## src/verilog/dram_ca_pkg.sv

```systemverilog
/*
  Shared constants for the DRAM command/address link: widths, command codes,
  mode-setting field positions, burst lengths, power states and controller
  register offsets.
  Assumes both link ends and the bench import it whole.
*/
package dram_ca_pkg;

  localparam int ADDR_W = 13;
  localparam int BANK_W = 3;
  localparam int NBANK  = 8;
  localparam int DQ_W   = 16;
  localparam int NMR    = 4;
  localparam int CNT_W  = 4;

  // Command codes as {cs_n, ras_n, cas_n, we_n}
  localparam logic [3:0] CMD_MRS = 4'h0;
  localparam logic [3:0] CMD_REF = 4'h1;
  localparam logic [3:0] CMD_PRE = 4'h2;
  localparam logic [3:0] CMD_ACT = 4'h3;
  localparam logic [3:0] CMD_WR  = 4'h4;
  localparam logic [3:0] CMD_RD  = 4'h5;
  localparam logic [3:0] CMD_ZQ  = 4'h6;
  localparam logic [3:0] CMD_NOP = 4'h7;
  localparam logic [3:0] CMD_DES = 4'hf;

  localparam int AP_BIT = 10;
  localparam int BC_BIT = 12;

  // Mode-setting register layout
  localparam int         MR_BURST    = 0;
  localparam int         MR_TERM     = 1;
  localparam int         BL_LSB      = 0;
  localparam logic [1:0] BL_OTF      = 2'h1;
  localparam int         TERM_EN_BIT = 2;
  localparam logic [ADDR_W-1:0] MR_RESET = 13'h0000;

  localparam logic [CNT_W-1:0] BEATS_BL8 = 4'h8;
  localparam logic [CNT_W-1:0] BEATS_BC4 = 4'h4;

  typedef enum logic [1:0] {PWR_ACTIVE, PWR_PRE_PDN, PWR_ACT_PDN, PWR_SELF_REF} pwr_t;

  // Controller register word indices
  localparam logic [3:0] REG_CMD    = 4'h0;
  localparam logic [3:0] REG_ADDR   = 4'h1;
  localparam logic [3:0] REG_CTRL   = 4'h2;
  localparam logic [3:0] REG_WDATA  = 4'h3;
  localparam logic [3:0] REG_STATUS = 4'h4;
  localparam int BANK_LSB  = 16;
  localparam int CKE_BIT   = 0;
  localparam int TERM_BIT  = 1;
  localparam int LMASK_BIT = 16;
  localparam int HMASK_BIT = 17;
  localparam int SR_BIT    = 4;

  function automatic logic is_column(input logic [3:0] c);
    is_column = (c == CMD_WR) || (c == CMD_RD);
  endfunction

endpackage
```

## src/verilog/dram_ca_if.sv

```systemverilog
/*
  Link between the memory controller and the DRAM command/address front end.
  Assumes both ends run on the same core clock; no clocking block.
*/
`timescale 1ns/100ps
interface dram_ca_if;
  import dram_ca_pkg::*;

  logic                cs_n;
  logic                ras_n;
  logic                cas_n;
  logic                we_n;
  logic [BANK_W-1:0]   bank;
  logic [ADDR_W-1:0]   addr;
  logic                cke;
  logic                termination_control;
  logic [DQ_W-1:0]     wr_data;
  logic                low_byte_write_mask;
  logic                high_byte_write_mask;
  logic                wr_beat;
  logic                strobe_t;
  logic                strobe_c;

  modport dev (
    input  cs_n, ras_n, cas_n, we_n, bank, addr, cke, termination_control,
    input  wr_data, low_byte_write_mask, high_byte_write_mask, wr_beat,
    output strobe_t, strobe_c
  );

  modport host (
    output cs_n, ras_n, cas_n, we_n, bank, addr, cke, termination_control,
    output wr_data, low_byte_write_mask, high_byte_write_mask, wr_beat,
    input  strobe_t, strobe_c
  );
endinterface

```

## src/verilog/dram_ca_dev.sv

```systemverilog
/*
  DRAM end of the command/address link: decodes commands, tracks open banks,
  holds the mode-setting registers, gates power-down, termination and writes.
  Assumes the controller drives the link from flops on the same core_clk.
*/
// Local design decisions: the plain strobed port and the address map.
`timescale 1ns/100ps
module dram_ca_dev
  import dram_ca_pkg::*;
(
  input  wire logic              core_clk,
  input  wire logic              reset_n,
  dram_ca_if.dev                 link,
  output logic                   cmd_valid_q,
  output logic [3:0]             cmd_q,
  output logic [BANK_W-1:0]      bank_q,
  output logic [ADDR_W-1:0]      row_q,
  output logic [ADDR_W-1:0]      col_q,
  output logic                   auto_pre_q,
  output logic                   pre_all_q,
  output logic                   eight_beat_burst_q,
  output logic                   mr_wr_q,
  output logic [1:0]             mr_sel_q,
  output logic [NBANK-1:0]       open_banks_q,
  output pwr_t                   pwr_q,
  output logic                   term_on_q,
  output logic                   wr_beat_q,
  output logic [DQ_W-1:0]        wr_data_q,
  output logic [1:0]             wr_byte_en_q
);

  ////////////////////////////////////////////////////////////////////////////
  // Input gating and command decode

  logic [ADDR_W-1:0] mode_setting_reg [NMR];
  logic [CNT_W-1:0]  wr_left_q;
  logic [CNT_W-1:0]  rd_left_q;
  logic              strobe_t_q;
  logic              strobe_c_q;

  wire        ca_buf_on  = (pwr_q == PWR_ACTIVE);
  wire [3:0]  raw_cmd    = {link.cs_n, link.ras_n, link.cas_n, link.we_n};
  wire        cmd_take   = ca_buf_on && link.cke && !link.cs_n;
  wire [3:0]  cmd_dec    = cmd_take ? raw_cmd : CMD_DES;
  wire        is_act     = (cmd_dec == CMD_ACT);
  wire        is_pre     = (cmd_dec == CMD_PRE);
  wire        is_mrs     = (cmd_dec == CMD_MRS);
  wire        is_wr      = (cmd_dec == CMD_WR);
  wire        is_rd      = (cmd_dec == CMD_RD);
  wire        is_col     = is_column(cmd_dec);
  wire        ap_bit     = link.addr[AP_BIT];
  wire [NBANK-1:0] bank_bit = NBANK'(1) << link.bank;

  // Bit ten of a column address is the precharge request, not an address
  wire [ADDR_W-1:0] col_addr = link.addr & ~(ADDR_W'(1) << AP_BIT);

  wire        otf_on     = (mode_setting_reg[MR_BURST][BL_LSB+:2] == BL_OTF);
  wire        burst_eight = !otf_on || link.addr[BC_BIT];
  wire [CNT_W-1:0] beats = burst_eight ? BEATS_BL8 : BEATS_BC4;

  ////////////////////////////////////////////////////////////////////////////
  // Bank state

  wire [NBANK-1:0] close_mask =
    (is_pre && ap_bit)               ? {NBANK{1'b1}} :
    (is_pre || (is_col && ap_bit))   ? bank_bit      : {NBANK{1'b0}};
  wire [NBANK-1:0] open_banks_d =
    (open_banks_q & ~close_mask) | (is_act ? bank_bit : {NBANK{1'b0}});

  ////////////////////////////////////////////////////////////////////////////
  // Power state; entry and both exits act on the link clock gate level at each edge;
  // self-refresh exit is the same as power-down exit, with no command qualification

  pwr_t pwr_d;
  wire  sr_entry = ca_buf_on && !link.cs_n && (raw_cmd == CMD_REF);

  always_comb
  begin
    pwr_d = pwr_q;
    case (pwr_q)
      PWR_ACTIVE:
      begin
        if (!link.cke)
        begin
          if (sr_entry)
            pwr_d = PWR_SELF_REF;
          else if (open_banks_q == {NBANK{1'b0}})
            pwr_d = PWR_PRE_PDN;
          else
            pwr_d = PWR_ACT_PDN;
        end
      end
      PWR_PRE_PDN,
      PWR_ACT_PDN:
      begin
        if (link.cke)
          pwr_d = PWR_ACTIVE;
      end
      PWR_SELF_REF:
      begin
        if (link.cke)
          pwr_d = PWR_ACTIVE;
      end
      default:
        pwr_d = PWR_ACTIVE;
    endcase
  end

  ////////////////////////////////////////////////////////////////////////////
  // Termination: disabled in the mode register means the pin is not looked at.
  // One enable covers all sixteen data lines, both strobe pairs and both masks;
  // this width has no termination strobe.

  wire term_cfg = mode_setting_reg[MR_TERM][TERM_EN_BIT];
  wire term_on_d = term_cfg && link.termination_control
                   && (pwr_q != PWR_SELF_REF);

  ////////////////////////////////////////////////////////////////////////////
  // Write beats and read strobe

  wire        beat_ok   = (wr_left_q != '0) && link.wr_beat && ca_buf_on;
  wire [1:0]  byte_en_d = {!link.high_byte_write_mask,
                           !link.low_byte_write_mask};
  wire        rd_run    = (rd_left_q != '0);

  assign link.strobe_t = strobe_t_q;
  assign link.strobe_c = strobe_c_q;

  ////////////////////////////////////////////////////////////////////////////
  // Registers, all on the rising clock crossing

  always_ff @(posedge core_clk or negedge reset_n)
  begin
    if (!reset_n)
    begin
      cmd_valid_q        <= 1'b0;
      cmd_q              <= CMD_DES;
      bank_q             <= '0;
      row_q              <= '0;
      col_q              <= '0;
      auto_pre_q         <= 1'b0;
      pre_all_q          <= 1'b0;
      eight_beat_burst_q <= 1'b1;
      open_banks_q       <= '0;
      pwr_q              <= PWR_ACTIVE;
      term_on_q          <= 1'b0;
    end
    else
    begin
      cmd_valid_q  <= (cmd_dec != CMD_DES) && (cmd_dec != CMD_NOP);
      cmd_q        <= cmd_dec;
      open_banks_q <= open_banks_d;
      pwr_q        <= pwr_d;
      term_on_q    <= term_on_d;
      pre_all_q    <= is_pre && ap_bit;
      auto_pre_q   <= is_col && ap_bit;
      if (is_act || is_pre || is_col)
        bank_q <= link.bank;
      if (is_act)
        row_q <= link.addr;
      if (is_col)
      begin
        col_q              <= col_addr;
        eight_beat_burst_q <= burst_eight;
      end
    end
  end

  always_ff @(posedge core_clk or negedge reset_n)
  begin
    if (!reset_n)
    begin
      mr_wr_q  <= 1'b0;
      mr_sel_q <= '0;
      for (int i = 0; i < NMR; i++)
        mode_setting_reg[i] <= MR_RESET;
    end
    else
    begin
      mr_wr_q <= is_mrs;
      if (is_mrs)
      begin
        mr_sel_q                          <= link.bank[1:0];
        mode_setting_reg[link.bank[1:0]]  <= link.addr;
      end
    end
  end

  always_ff @(posedge core_clk or negedge reset_n)
  begin
    if (!reset_n)
    begin
      wr_left_q    <= '0;
      wr_beat_q    <= 1'b0;
      wr_data_q    <= '0;
      wr_byte_en_q <= '0;
    end
    else
    begin
      wr_beat_q <= beat_ok;
      if (beat_ok)
      begin
        wr_data_q    <= link.wr_data;
        wr_byte_en_q <= byte_en_d;
      end
      if (is_wr)
        wr_left_q <= beats;
      else if (beat_ok)
        wr_left_q <= wr_left_q - CNT_W'(1);
    end
  end

  // Strobe toggles once per clock during a read burst and parks low
  always_ff @(posedge core_clk or negedge reset_n)
  begin
    if (!reset_n)
    begin
      rd_left_q  <= '0;
      strobe_t_q <= 1'b0;
      strobe_c_q <= 1'b1;
    end
    else
    begin
      if (is_rd)
        rd_left_q <= beats;
      else if (rd_run)
        rd_left_q <= rd_left_q - CNT_W'(1);
      strobe_t_q <= rd_run ? !strobe_t_q : 1'b0;
      strobe_c_q <= rd_run ? strobe_t_q : 1'b1;
    end
  end

endmodule

```

## src/flat_wrapper.sv

```systemverilog
// flat-port wrapper written by rule: the top's interface ports become plain ports
module dram_ca_dev_flat import dram_ca_pkg::*;
  (core_clk, reset_n, cmd_valid_q, cmd_q, bank_q, row_q, col_q, auto_pre_q, pre_all_q, eight_beat_burst_q, mr_wr_q, mr_sel_q, open_banks_q, pwr_q, term_on_q, wr_beat_q, wr_data_q, wr_byte_en_q, link_cs_n, link_ras_n, link_cas_n, link_we_n, link_bank, link_addr, link_cke, link_termination_control, link_wr_data, link_low_byte_write_mask, link_high_byte_write_mask, link_wr_beat, link_strobe_t, link_strobe_c);
  dram_ca_if link_i ();
  input  wire logic core_clk;
  input  wire logic reset_n;
  output logic cmd_valid_q;
  output logic [3:0] cmd_q;
  output logic [BANK_W-1:0] bank_q;
  output logic [ADDR_W-1:0] row_q;
  output logic [ADDR_W-1:0] col_q;
  output logic auto_pre_q;
  output logic pre_all_q;
  output logic eight_beat_burst_q;
  output logic mr_wr_q;
  output logic [1:0] mr_sel_q;
  output logic [NBANK-1:0] open_banks_q;
  output pwr_t pwr_q;
  output logic term_on_q;
  output logic wr_beat_q;
  output logic [DQ_W-1:0] wr_data_q;
  output logic [1:0] wr_byte_en_q;
  input wire logic [$bits(link_i.cs_n)-1:0] link_cs_n;
  input wire logic [$bits(link_i.ras_n)-1:0] link_ras_n;
  input wire logic [$bits(link_i.cas_n)-1:0] link_cas_n;
  input wire logic [$bits(link_i.we_n)-1:0] link_we_n;
  input wire logic [$bits(link_i.bank)-1:0] link_bank;
  input wire logic [$bits(link_i.addr)-1:0] link_addr;
  input wire logic [$bits(link_i.cke)-1:0] link_cke;
  input wire logic [$bits(link_i.termination_control)-1:0] link_termination_control;
  input wire logic [$bits(link_i.wr_data)-1:0] link_wr_data;
  input wire logic [$bits(link_i.low_byte_write_mask)-1:0] link_low_byte_write_mask;
  input wire logic [$bits(link_i.high_byte_write_mask)-1:0] link_high_byte_write_mask;
  input wire logic [$bits(link_i.wr_beat)-1:0] link_wr_beat;
  output wire logic [$bits(link_i.strobe_t)-1:0] link_strobe_t;
  output wire logic [$bits(link_i.strobe_c)-1:0] link_strobe_c;
  assign link_i.cs_n = link_cs_n;
  assign link_i.ras_n = link_ras_n;
  assign link_i.cas_n = link_cas_n;
  assign link_i.we_n = link_we_n;
  assign link_i.bank = link_bank;
  assign link_i.addr = link_addr;
  assign link_i.cke = link_cke;
  assign link_i.termination_control = link_termination_control;
  assign link_i.wr_data = link_wr_data;
  assign link_i.low_byte_write_mask = link_low_byte_write_mask;
  assign link_i.high_byte_write_mask = link_high_byte_write_mask;
  assign link_i.wr_beat = link_wr_beat;
  assign link_strobe_t = link_i.strobe_t;
  assign link_strobe_c = link_i.strobe_c;
  dram_ca_dev u_core (.core_clk(core_clk), .reset_n(reset_n), .link(link_i), .cmd_valid_q(cmd_valid_q), .cmd_q(cmd_q), .bank_q(bank_q), .row_q(row_q), .col_q(col_q), .auto_pre_q(auto_pre_q), .pre_all_q(pre_all_q), .eight_beat_burst_q(eight_beat_burst_q), .mr_wr_q(mr_wr_q), .mr_sel_q(mr_sel_q), .open_banks_q(open_banks_q), .pwr_q(pwr_q), .term_on_q(term_on_q), .wr_beat_q(wr_beat_q), .wr_data_q(wr_data_q), .wr_byte_en_q(wr_byte_en_q));
endmodule
```

## config.mk

```make
export PLATFORM = sky130hd
export DESIGN_NAME = dram_ca_dev_flat
export DESIGN_NICKNAME = d
export VERILOG_FILES = /design/src/verilog/dram_ca_pkg.sv /design/src/verilog/dram_ca_if.sv /design/src/verilog/dram_ca_dev.sv /design/src/flat_wrapper.sv
export SDC_FILE = /design/constraint.sdc
export NUM_CORES = 1
export LEC_CHECK = 0
export BUFFER_PORTS_ARGS = -buffer_cell sky130_fd_sc_hd__buf_2
export CAP_MARGIN = 20
export CORE_ASPECT_RATIO = 0.7
export CORE_UTILIZATION = 54
export CTS_CLUSTER_DIAMETER = 120
export DETAILED_ROUTE_END_ITERATION = 8
export GPL_ROUTABILITY_DRIVEN = 0
export GPL_TIMING_DRIVEN = 0
export PLACE_DENSITY = 0.85
export SYNTH_ARGS = -nofsm -noshare
export SYNTH_HDL_FRONTEND = slang
export SYNTH_SLANG_ARGS = --single-unit
```

## constraint.sdc

```tcl
create_clock -name core_clk -period 3.8 [get_ports core_clk]
set_input_delay 0.19 -clock core_clk [delete_from_list [all_inputs] [get_ports core_clk]]
set_output_delay 0.19 -clock core_clk [all_outputs]
set_load 0.05 [all_outputs]
```

Word-level counts from Yosys, hierarchy flattened
Index checks and enable logic that the tools add are counted.

storage, ports and cells
  flip-flop bits (word level) = 131
  bits in latches = 0
  bits in writable memories = 0
  bits in read-only memories = 0
  bits of input ports = 43
  output and inout bits = 72
  logic and storage cells = 97
  memories kept = 0

cells by class
  add/subtract/negate cells = 2
  $mul = 0
  divide/modulo/power cells = 0
  magnitude comparators = 2
  equal/unequal tests = 14
  shift operators = 1
  mux-type cells = 19
  bitwise logic cells = 4
  reductions and logical operators = 31

operator list
  kind                                                                 number
  52-bit bitwise mux                                                   1
  13-bit demux with 2-bit select                                       1
  4-bit 2-to-1 mux                                                     6
  8-bit 2-to-1 mux                                                     3
  13-bit 2-to-1 mux                                                    1
  1-bit logical AND                                                    12
  8-bit AND                                                            1
  4-bit by 2-bit == test with 1-bit output (second input constant)     2
  4-bit by 3-bit == test with 1-bit output (second input constant)     2
  8-bit zero test                                                      1
  2-bit 2-to-1 mux                                                     4
  8-bit NOT                                                            1
  8-bit OR                                                             1
  4-bit nonzero test                                                   2
  1-bit by 3-bit left shift with 8-bit output (first input constant)   1
  4-bit by 1-bit subtractor with 4-bit output (second input constant)  2
  1-bit zero test                                                      5
  1-bit logical OR                                                     5
  2-bit by 1-bit == test with 1-bit output (second input constant)     2
  2-bit == test (second input constant)                                2
  4-bit by 1-bit == test with 1-bit output (second input constant)     1
  4-bit zero test                                                      1
  2-bit != test (second input constant)                                2
  4-bit by 3-bit != test with 1-bit output (second input constant)     1
  11 further kinds                                                     13

Depth between registers and ports, before layout
Gate-level depths: netlist of the first run.

  word-level depth = 13
  mapped depth = 7
  depth with buffers taken out = 6

Least setup slack after synthesis of the first run
OpenSTA, ideal clock, no wires.

  kind = flip-flop to flip-flop
  start = register u_core.pwr_q[1]
  end = register u_core.row_q[11]
  library setup time = 128 ps
  data arrival time = 2010 ps
  required time = 3672 ps
  path slack = 1663 ps
  cell stages (with the launch flop) = 6
  buffers on the path = 1
  clock period less this slack = 2137 ps
  path through = dfrtp_1 nor4b_4 inv_4 nor3_4 buf_6 mux2_1

on the way
  cells in the longest elaborated chain, start to end = 5

RTL lines
  what                                      line                source
  from (decl)                               dram_ca_dev.sv:25   output pwr_t pwr_q,
  from (signal assigned)                    dram_ca_dev.sv:153  pwr_q <= pwr_d;
  2-bit zero test                           dram_ca_dev.sv:41   wire ca_buf_on = (pwr_q == PWR_ACTIVE);
  1-bit logical AND (2 in a row)            dram_ca_dev.sv:43   wire cmd_take = ca_buf_on && link.cke && !link.cs_n;
  4-bit 2-to-1 mux                          dram_ca_dev.sv:44   wire [3:0] cmd_dec = cmd_take ? raw_cmd : CMD_DES;
  net u_core.cmd_dec[3]                     dram_ca_dev.sv:44
  4-bit by 2-bit == test with 1-bit output  dram_ca_dev.sv:45   wire is_act = (cmd_dec == CMD_ACT);
  to (signal assigned)                      dram_ca_dev.sv:160  row_q <= link.addr;
  to (decl)                                 dram_ca_dev.sv:17   output logic [ADDR_W-1:0] row_q,

The timed path passes the listed nets, and every way through them passes these cells.
A chain may end at the register's enable or synchronous reset.

Worst setup path after layout of the first run
Ends and elaborated chain as after synthesis.

==> impl_metrics.ini, run 1 <==
[status]
status = complete, no violations

[clock_network]
cts_buffers = 9
cts_htree_levels = 3
clk_latency_ps = 340
cts_resized = 0
clk_pin_slew_ps = 80
cts_tree = done
clockRootBuffer = clkbuf_8
cts_num_sinks = 82
clk_path_buf_depth = 2

[pwr]
p_switching_mw = 1.848
peakVddDrop_v = 0.0005848
power.density_nw_per_um2 = 913.9
pwr-share-clk = 0.161
seq_power_share = 0.352
power_leakage_nw = 2.140
p_int_mw = 2.091
switching_share = 0.4691
combPwrFrac = 0.487

[finish]
drive_above_1_share = 0.5308
nFillCells = 396
antenna-diode-count = 0
syn_to_final_growth_pct = 26.56
regMostFlops = u_core.wr_data_q
layout_common_cells = buf_2 (116), dfrtp_1 (76), mux2_2 (38), inv_1 (12)
final_common_cell = buf_2
regArea_um2 = 2059
multi_input_area_um2 = 1242
largest_reg_flops = 16
final_nets = 413
reg.largest.list = u_core.wr_data_q: 16 flops, u_core.row_q: 13 flops, u_core.col_q: 12 flops

[synthesis]
synth_area_leaders = dfrtp_1 (56%), mux2_2 (13%), dfstp_2 (4.6%)
synth_cell_type_count = 47
ys_warn_count = 0
ys_seq_area_frac = 0.6047
synth.avg_cell_area_um2 = 14.02
synth.largest_area_cell = dfrtp_1
syn_area_um2 = 3406
netlist_instances = 243
synth_top_flop_cell = dfrtp_1
synthArstFlopShare = 1.000
ys_ff_latch = 82
synth_top_cell_area_share = 0.5584
syn_nets = 288
synth_edf_count = 0

[floorplanning]
io_pins = 115
die-area_um2 = 6634
start_util = 0.5773
core_um2 = 5899
die_h_um = 68.45
row_count = 23
die_width_um = 96.92

[detailed_routing]
drc = 0
drt_iter0_markers = 89
viasPerCell = 5.295
vias = 2372
first_pass_iters = 4
drt-total-wl_um = 7024
wl_per_cell_um = 15.68
ant_nets = 0

[sta]
fmax_mhz = 451.0
rsz0062_at_grt = no
relSlewSlack = 0.5332
slew_viol_final = 0
fin_setup_tns_ps = 0
holdWs_ps = 17.79
setup_viol = 0
fin_skew_ps = 4.740
hold_viol = 0
period_needed_ps = 2217
tightest_slew_ps = 693.8
period_share = 0.5835

[run]
drv_cap = 0

[worst_setup_path]
crit_fanout = 10
crit_required_ps = 4030
startpoint_type = flip-flop
cp.arrival_ps = 2450
startpoint = u_core.pwr_q[1]$_DFFE_PN0P_
critPathKind = flip-flop to flip-flop
rr_startpoint = u_core.pwr_q[1]$_DFFE_PN0P_
cp-end-kind = flip-flop

[min_path]
hold_class = primary input to flip-flop
hp-start = link_low_byte_write_mask

[placement]
io_buffers = 111
dp_hpwl_um = 5114

[grt]
antenna_found_initial = 0
grt_pass1_wl_um = 11480
grt_overflow = 0
track_usage = 0.2309
grt_max_degree = 77
first_global_vias = 2332
final timing paths:
check,slack [ps],endpoint,depth (start not counted)
setup / recovery,1580,u_core.row_q[11]$_DFFE_PN0P_,5
max in group asynchronous,3000,u_core.cmd_q[3]$_DFF_PN1_,3
min in group asynchronous,200,u_core.wr_byte_en_q[1]$_DFFE_PN0P_,2
hold reg to reg,490,u_core.row_q[11]$_DFFE_PN0P_,1
setup reg to reg,1580,u_core.row_q[11]$_DFFE_PN0P_,5
hold / removal,20,u_core.wr_byte_en_q[0]$_DFFE_PN0P_,2
per-layer routing:
| layer | track usage | vias to the layer above | wire length, um | share of wire |
|---|---|---|---|---|
| met5 | 0 | - | 0 | 0 |
| met4 | 0.05597 | 0 | 48 | 0.0068 |
| met3 | 0.1011 | 6 | 594 | 0.085 |
| met2 | 0.3680 | 106 | 3208 | 0.46 |
| met1 | 0.2947 | 1150 | 3173 | 0.45 |
| li1 | - | 1110 | - | - |
synthesized netlist by cell type (all sizes together) (3+ instances only):
library cell	n
a21oi	9
a32o	8
and2	4
buf	8
dfrtp	76
dfstp	6
inv	13
mux2	51
mux2i	4
nand2	11
nand4	4
nor2	6
nor3	3
nor3b	3
nor4	5
xnor2	3
cell type report:
class / count / share of cell area
plain buffers: 9 / 0.01219
multi-input cells: 139 / 0.2882
clock inverters: 4 / 0.01161
flip-flops and latches: 82 / 0.4778
well taps: 75 / 0.02177
repair buffers: 114 / 0.1405
clock buffers: 12 / 0.03599
inverters: 13 / 0.01190
logic make-up after synthesis:
group / after synthesis / share of synthesized area
fa+ha+maj: 2 / 0.007346
other cells: 1 / 0.001101
buf+inv: 22 / 0.03049
xor+xnor: 5 / 0.01286
compound gates: 24 / 0.05254
mux: 55 / 0.1903
simple gates: 52 / 0.1007
flops: 82 / 0.6047
power groups by stage:
stage	clock network (mW)	registers [mW]	logic [mW]
finish	0.636	1.39	1.92
CTS	0.648	1.39	1.93
global placement	0	1.38	1.88
floorplan	0	2.36	0.505
global route	0.688	1.43	2.03
detailed placement	0	1.40	1.93
worst max-delay path: stages (launching register included):
cell and delay (ps):
dfrtp_1 480, nor4b_4 590, inv_4 150, nor3_4 320, buf_6 230, mux2_1 330
metrics by stage:
step / total power [mW] / setup slack, ps / util / std cells / instance area, um^2
after global placement: 3.261 / 1659 / 0.6874 / 429 / 4055
after floorplan: 2.870 / 1663 / - / 243 / 3406
after global routing: 4.144 / 1462 / 0.7306 / 448 / 4310
after CTS: 3.970 / 1601 / 0.7290 / 447 / 4300
after detailed placement: 3.326 / 1606 / 0.6925 / 430 / 4085
final: 3.939 / 1583 / 0.7306 / 448 / 4310
what timing repair did:
action,in CTS,in global routing
buffers inserted,0,0
hold endpoints to repair,77,1
hold buffers,1,1
No activity file was read; power rests on OpenSTA's default activity.
==> run 2, diff against run 1 <==
CORE_UTILIZATION = 45   (was 54)
PLACE_DENSITY = 0.76   (was 0.85)
clock period = 1.9 ns   (was 3.8 ns; I/O delays follow)
==> impl_metrics.ini, run 2 (synthesis gave the netlist of run 1 again) <==
[finish]
largest_reg_flops = 16
fin_area_um2 = 4791
regArea_um2 = 2062
final_nets = 451
final_common_cell = buf_2
reg.largest.list = u_core.wr_data_q: 16 flops, u_core.row_q: 13 flops, u_core.col_q: 12 flops
drive_above_1_share = 0.5255
syn_to_final_growth_pct = 40.67
regMostFlops = u_core.wr_data_q
nFillCells = 570
multi_input_area_um2 = 1301
layout_common_cells = buf_2 (113), dfrtp_1 (74), mux2_2 (33), dlygate4sd3_1 (33), mux2_4 (17)
post-route-util = 0.6545
finalNonFillerCells = 509
antenna-diode-count = 0

[pwr]
peakVddDrop_v = 0.001053
power_leakage_nw = 2.339
switching_share = 0.4636
pwr-share-clk = 0.169
power.total_mw = 8.121
p_int_mw = 4.356
p_switching_mw = 3.764
seq_power_share = 0.342
power.density_nw_per_um2 = 1695
combPwrFrac = 0.490

[placement]
place_area_um2 = 4119
io_buffers = 111
dp_worst_setup_slack_ps = -291.1
dp_hpwl_um = 5303
place_inst = 453

[floorplanning]
die-area_um2 = 7926
io_pins = 115
start_util = 0.4653
row_count = 26
core_um2 = 7320
die_width_um = 106.0
die_h_um = 74.79

[detailed_routing]
drt-total-wl_um = 7987
first_pass_iters = 4
vias = 2551
wl_per_cell_um = 15.69
viasPerCell = 5.012
ant_nets = 0
drt_iter0_markers = 102
drc = 0

[worst_setup_path]
crit_fanout = 6
crit_required_ps = 2130
critPathKind = flip-flop to flip-flop
rr_startpoint = u_core.pwr_q[1]$_DFFE_PN0P_
startpoint = u_core.pwr_q[1]$_DFFE_PN0P_
startpoint_type = flip-flop
cp-end-kind = flip-flop
cp.arrival_ps = 2130

[status]
status = finished with violations
violations = setup timing

[grt]
track_usage = 0.2091
antenna_found_initial = 0
grt_max_degree = 62
first_global_vias = 2586
grt_pass1_wl_um = 12360
grt_overflow = 0

[sta]
fin_skew_ps = 9.280
setup_viol = 4
slew_viol_final = 0
rsz0062_at_grt = yes
period_needed_ps = 1906
fin_ws_ps = -6.205
fmax_mhz = 524.6
period_share = 1.003
tightest_slew_ps = 615.3
hold_viol = 0
relSlewSlack = 0.5889

[min_path]
hold_class = primary input to flip-flop
hp-start = link_bank[0]

[clock_network]
clk_path_buf_depth = 2
cts_buffers = 9
clk_latency_ps = 350
cts_htree_levels = 3
cts_num_sinks = 82
clockRootBuffer = clkbuf_8
clk_pin_slew_ps = 80
cts_tree = done

[run]
drv_cap = 0
## run 2: changes by cell type in the layout (fill, tap and decap cells not counted), moves of 3 or more
cell           before  now
mux2_4              9   17
buf_4               2    9
mux2_1              4    1
dlygate4sd3_1       2   33
mux2_2             38   33
buf_2             116  113
## run 2: what timing repair did
item,4_1_cts,5_1_grt
gates resized for setup,2,19
pin swaps,3,4
hold endpoints to repair,123,0
gates cloned,0,1
hold buffers,33,0
setup buffers,4,2
endpoints found under the setup margin,32,42
## run 2: worst paths after layout
check,to,slack (ps),cells past startpoint
min in group asynchronous,u_core.col_q[3]$_DFFE_PN0P_,170,2
max in group asynchronous,u_core.link.strobe_c$_DFF_PN1_,1090,3
worst max-delay path,u_core.row_q[12]$_DFFE_PN0P_,-6,5
worst max register to register,u_core.row_q[12]$_DFFE_PN0P_,-6,5
worst min-delay path,u_core.bank_q[0]$_DFFE_PN0P_,50,2
worst min register to register,u_core.link.strobe_c$_DFF_PN1_,490,1
## run 2: power by group through the flow
stage	clock, mW	combinational [mW]	sequential (mW)
after global routing	1.48	4.20	2.86
final	1.37	3.98	2.77
after CTS	1.41	3.94	2.77
after global placement	0	3.77	2.77
after floorplan	0	1.01	4.73
after detailed placement	0	3.85	2.80
## run 2: final cells by class
cell class,instances,area share
buffer,9,0.01254
clock inverter,6,0.01880
tap,98,0.02559
clock buffer,10,0.02664
multi-input combinational,139,0.2716
inverter,13,0.01071
sequential,82,0.4304
timing repair buffer,152,0.2037
## run 2: metal layers
layer,vias to the layer above,track usage,part of all wire
li1,1188,-,-
met3,14,0.05887,0.052
met4,0,0.09259,0.017
met1,1266,0.2641,0.44
met5,-,0,0
met2,83,0.3450,0.49
## run 2: critical path: stages (launching register included)
cell     delay [ps]
dfrtp_2         470
nor4b_4         410
inv_4           120
nor3_4          280
buf_6           200
mux2_4          300
## run 2: metrics by stage
stage               setup TNS, ps  hold WS (ps)
floorplan                  -910.4        -200.6
global placement            -4082         273.8
detailed placement          -5808         6.492
CTS                             0         27.25
global route               -904.7         66.81
finish                     -14.70         54.59
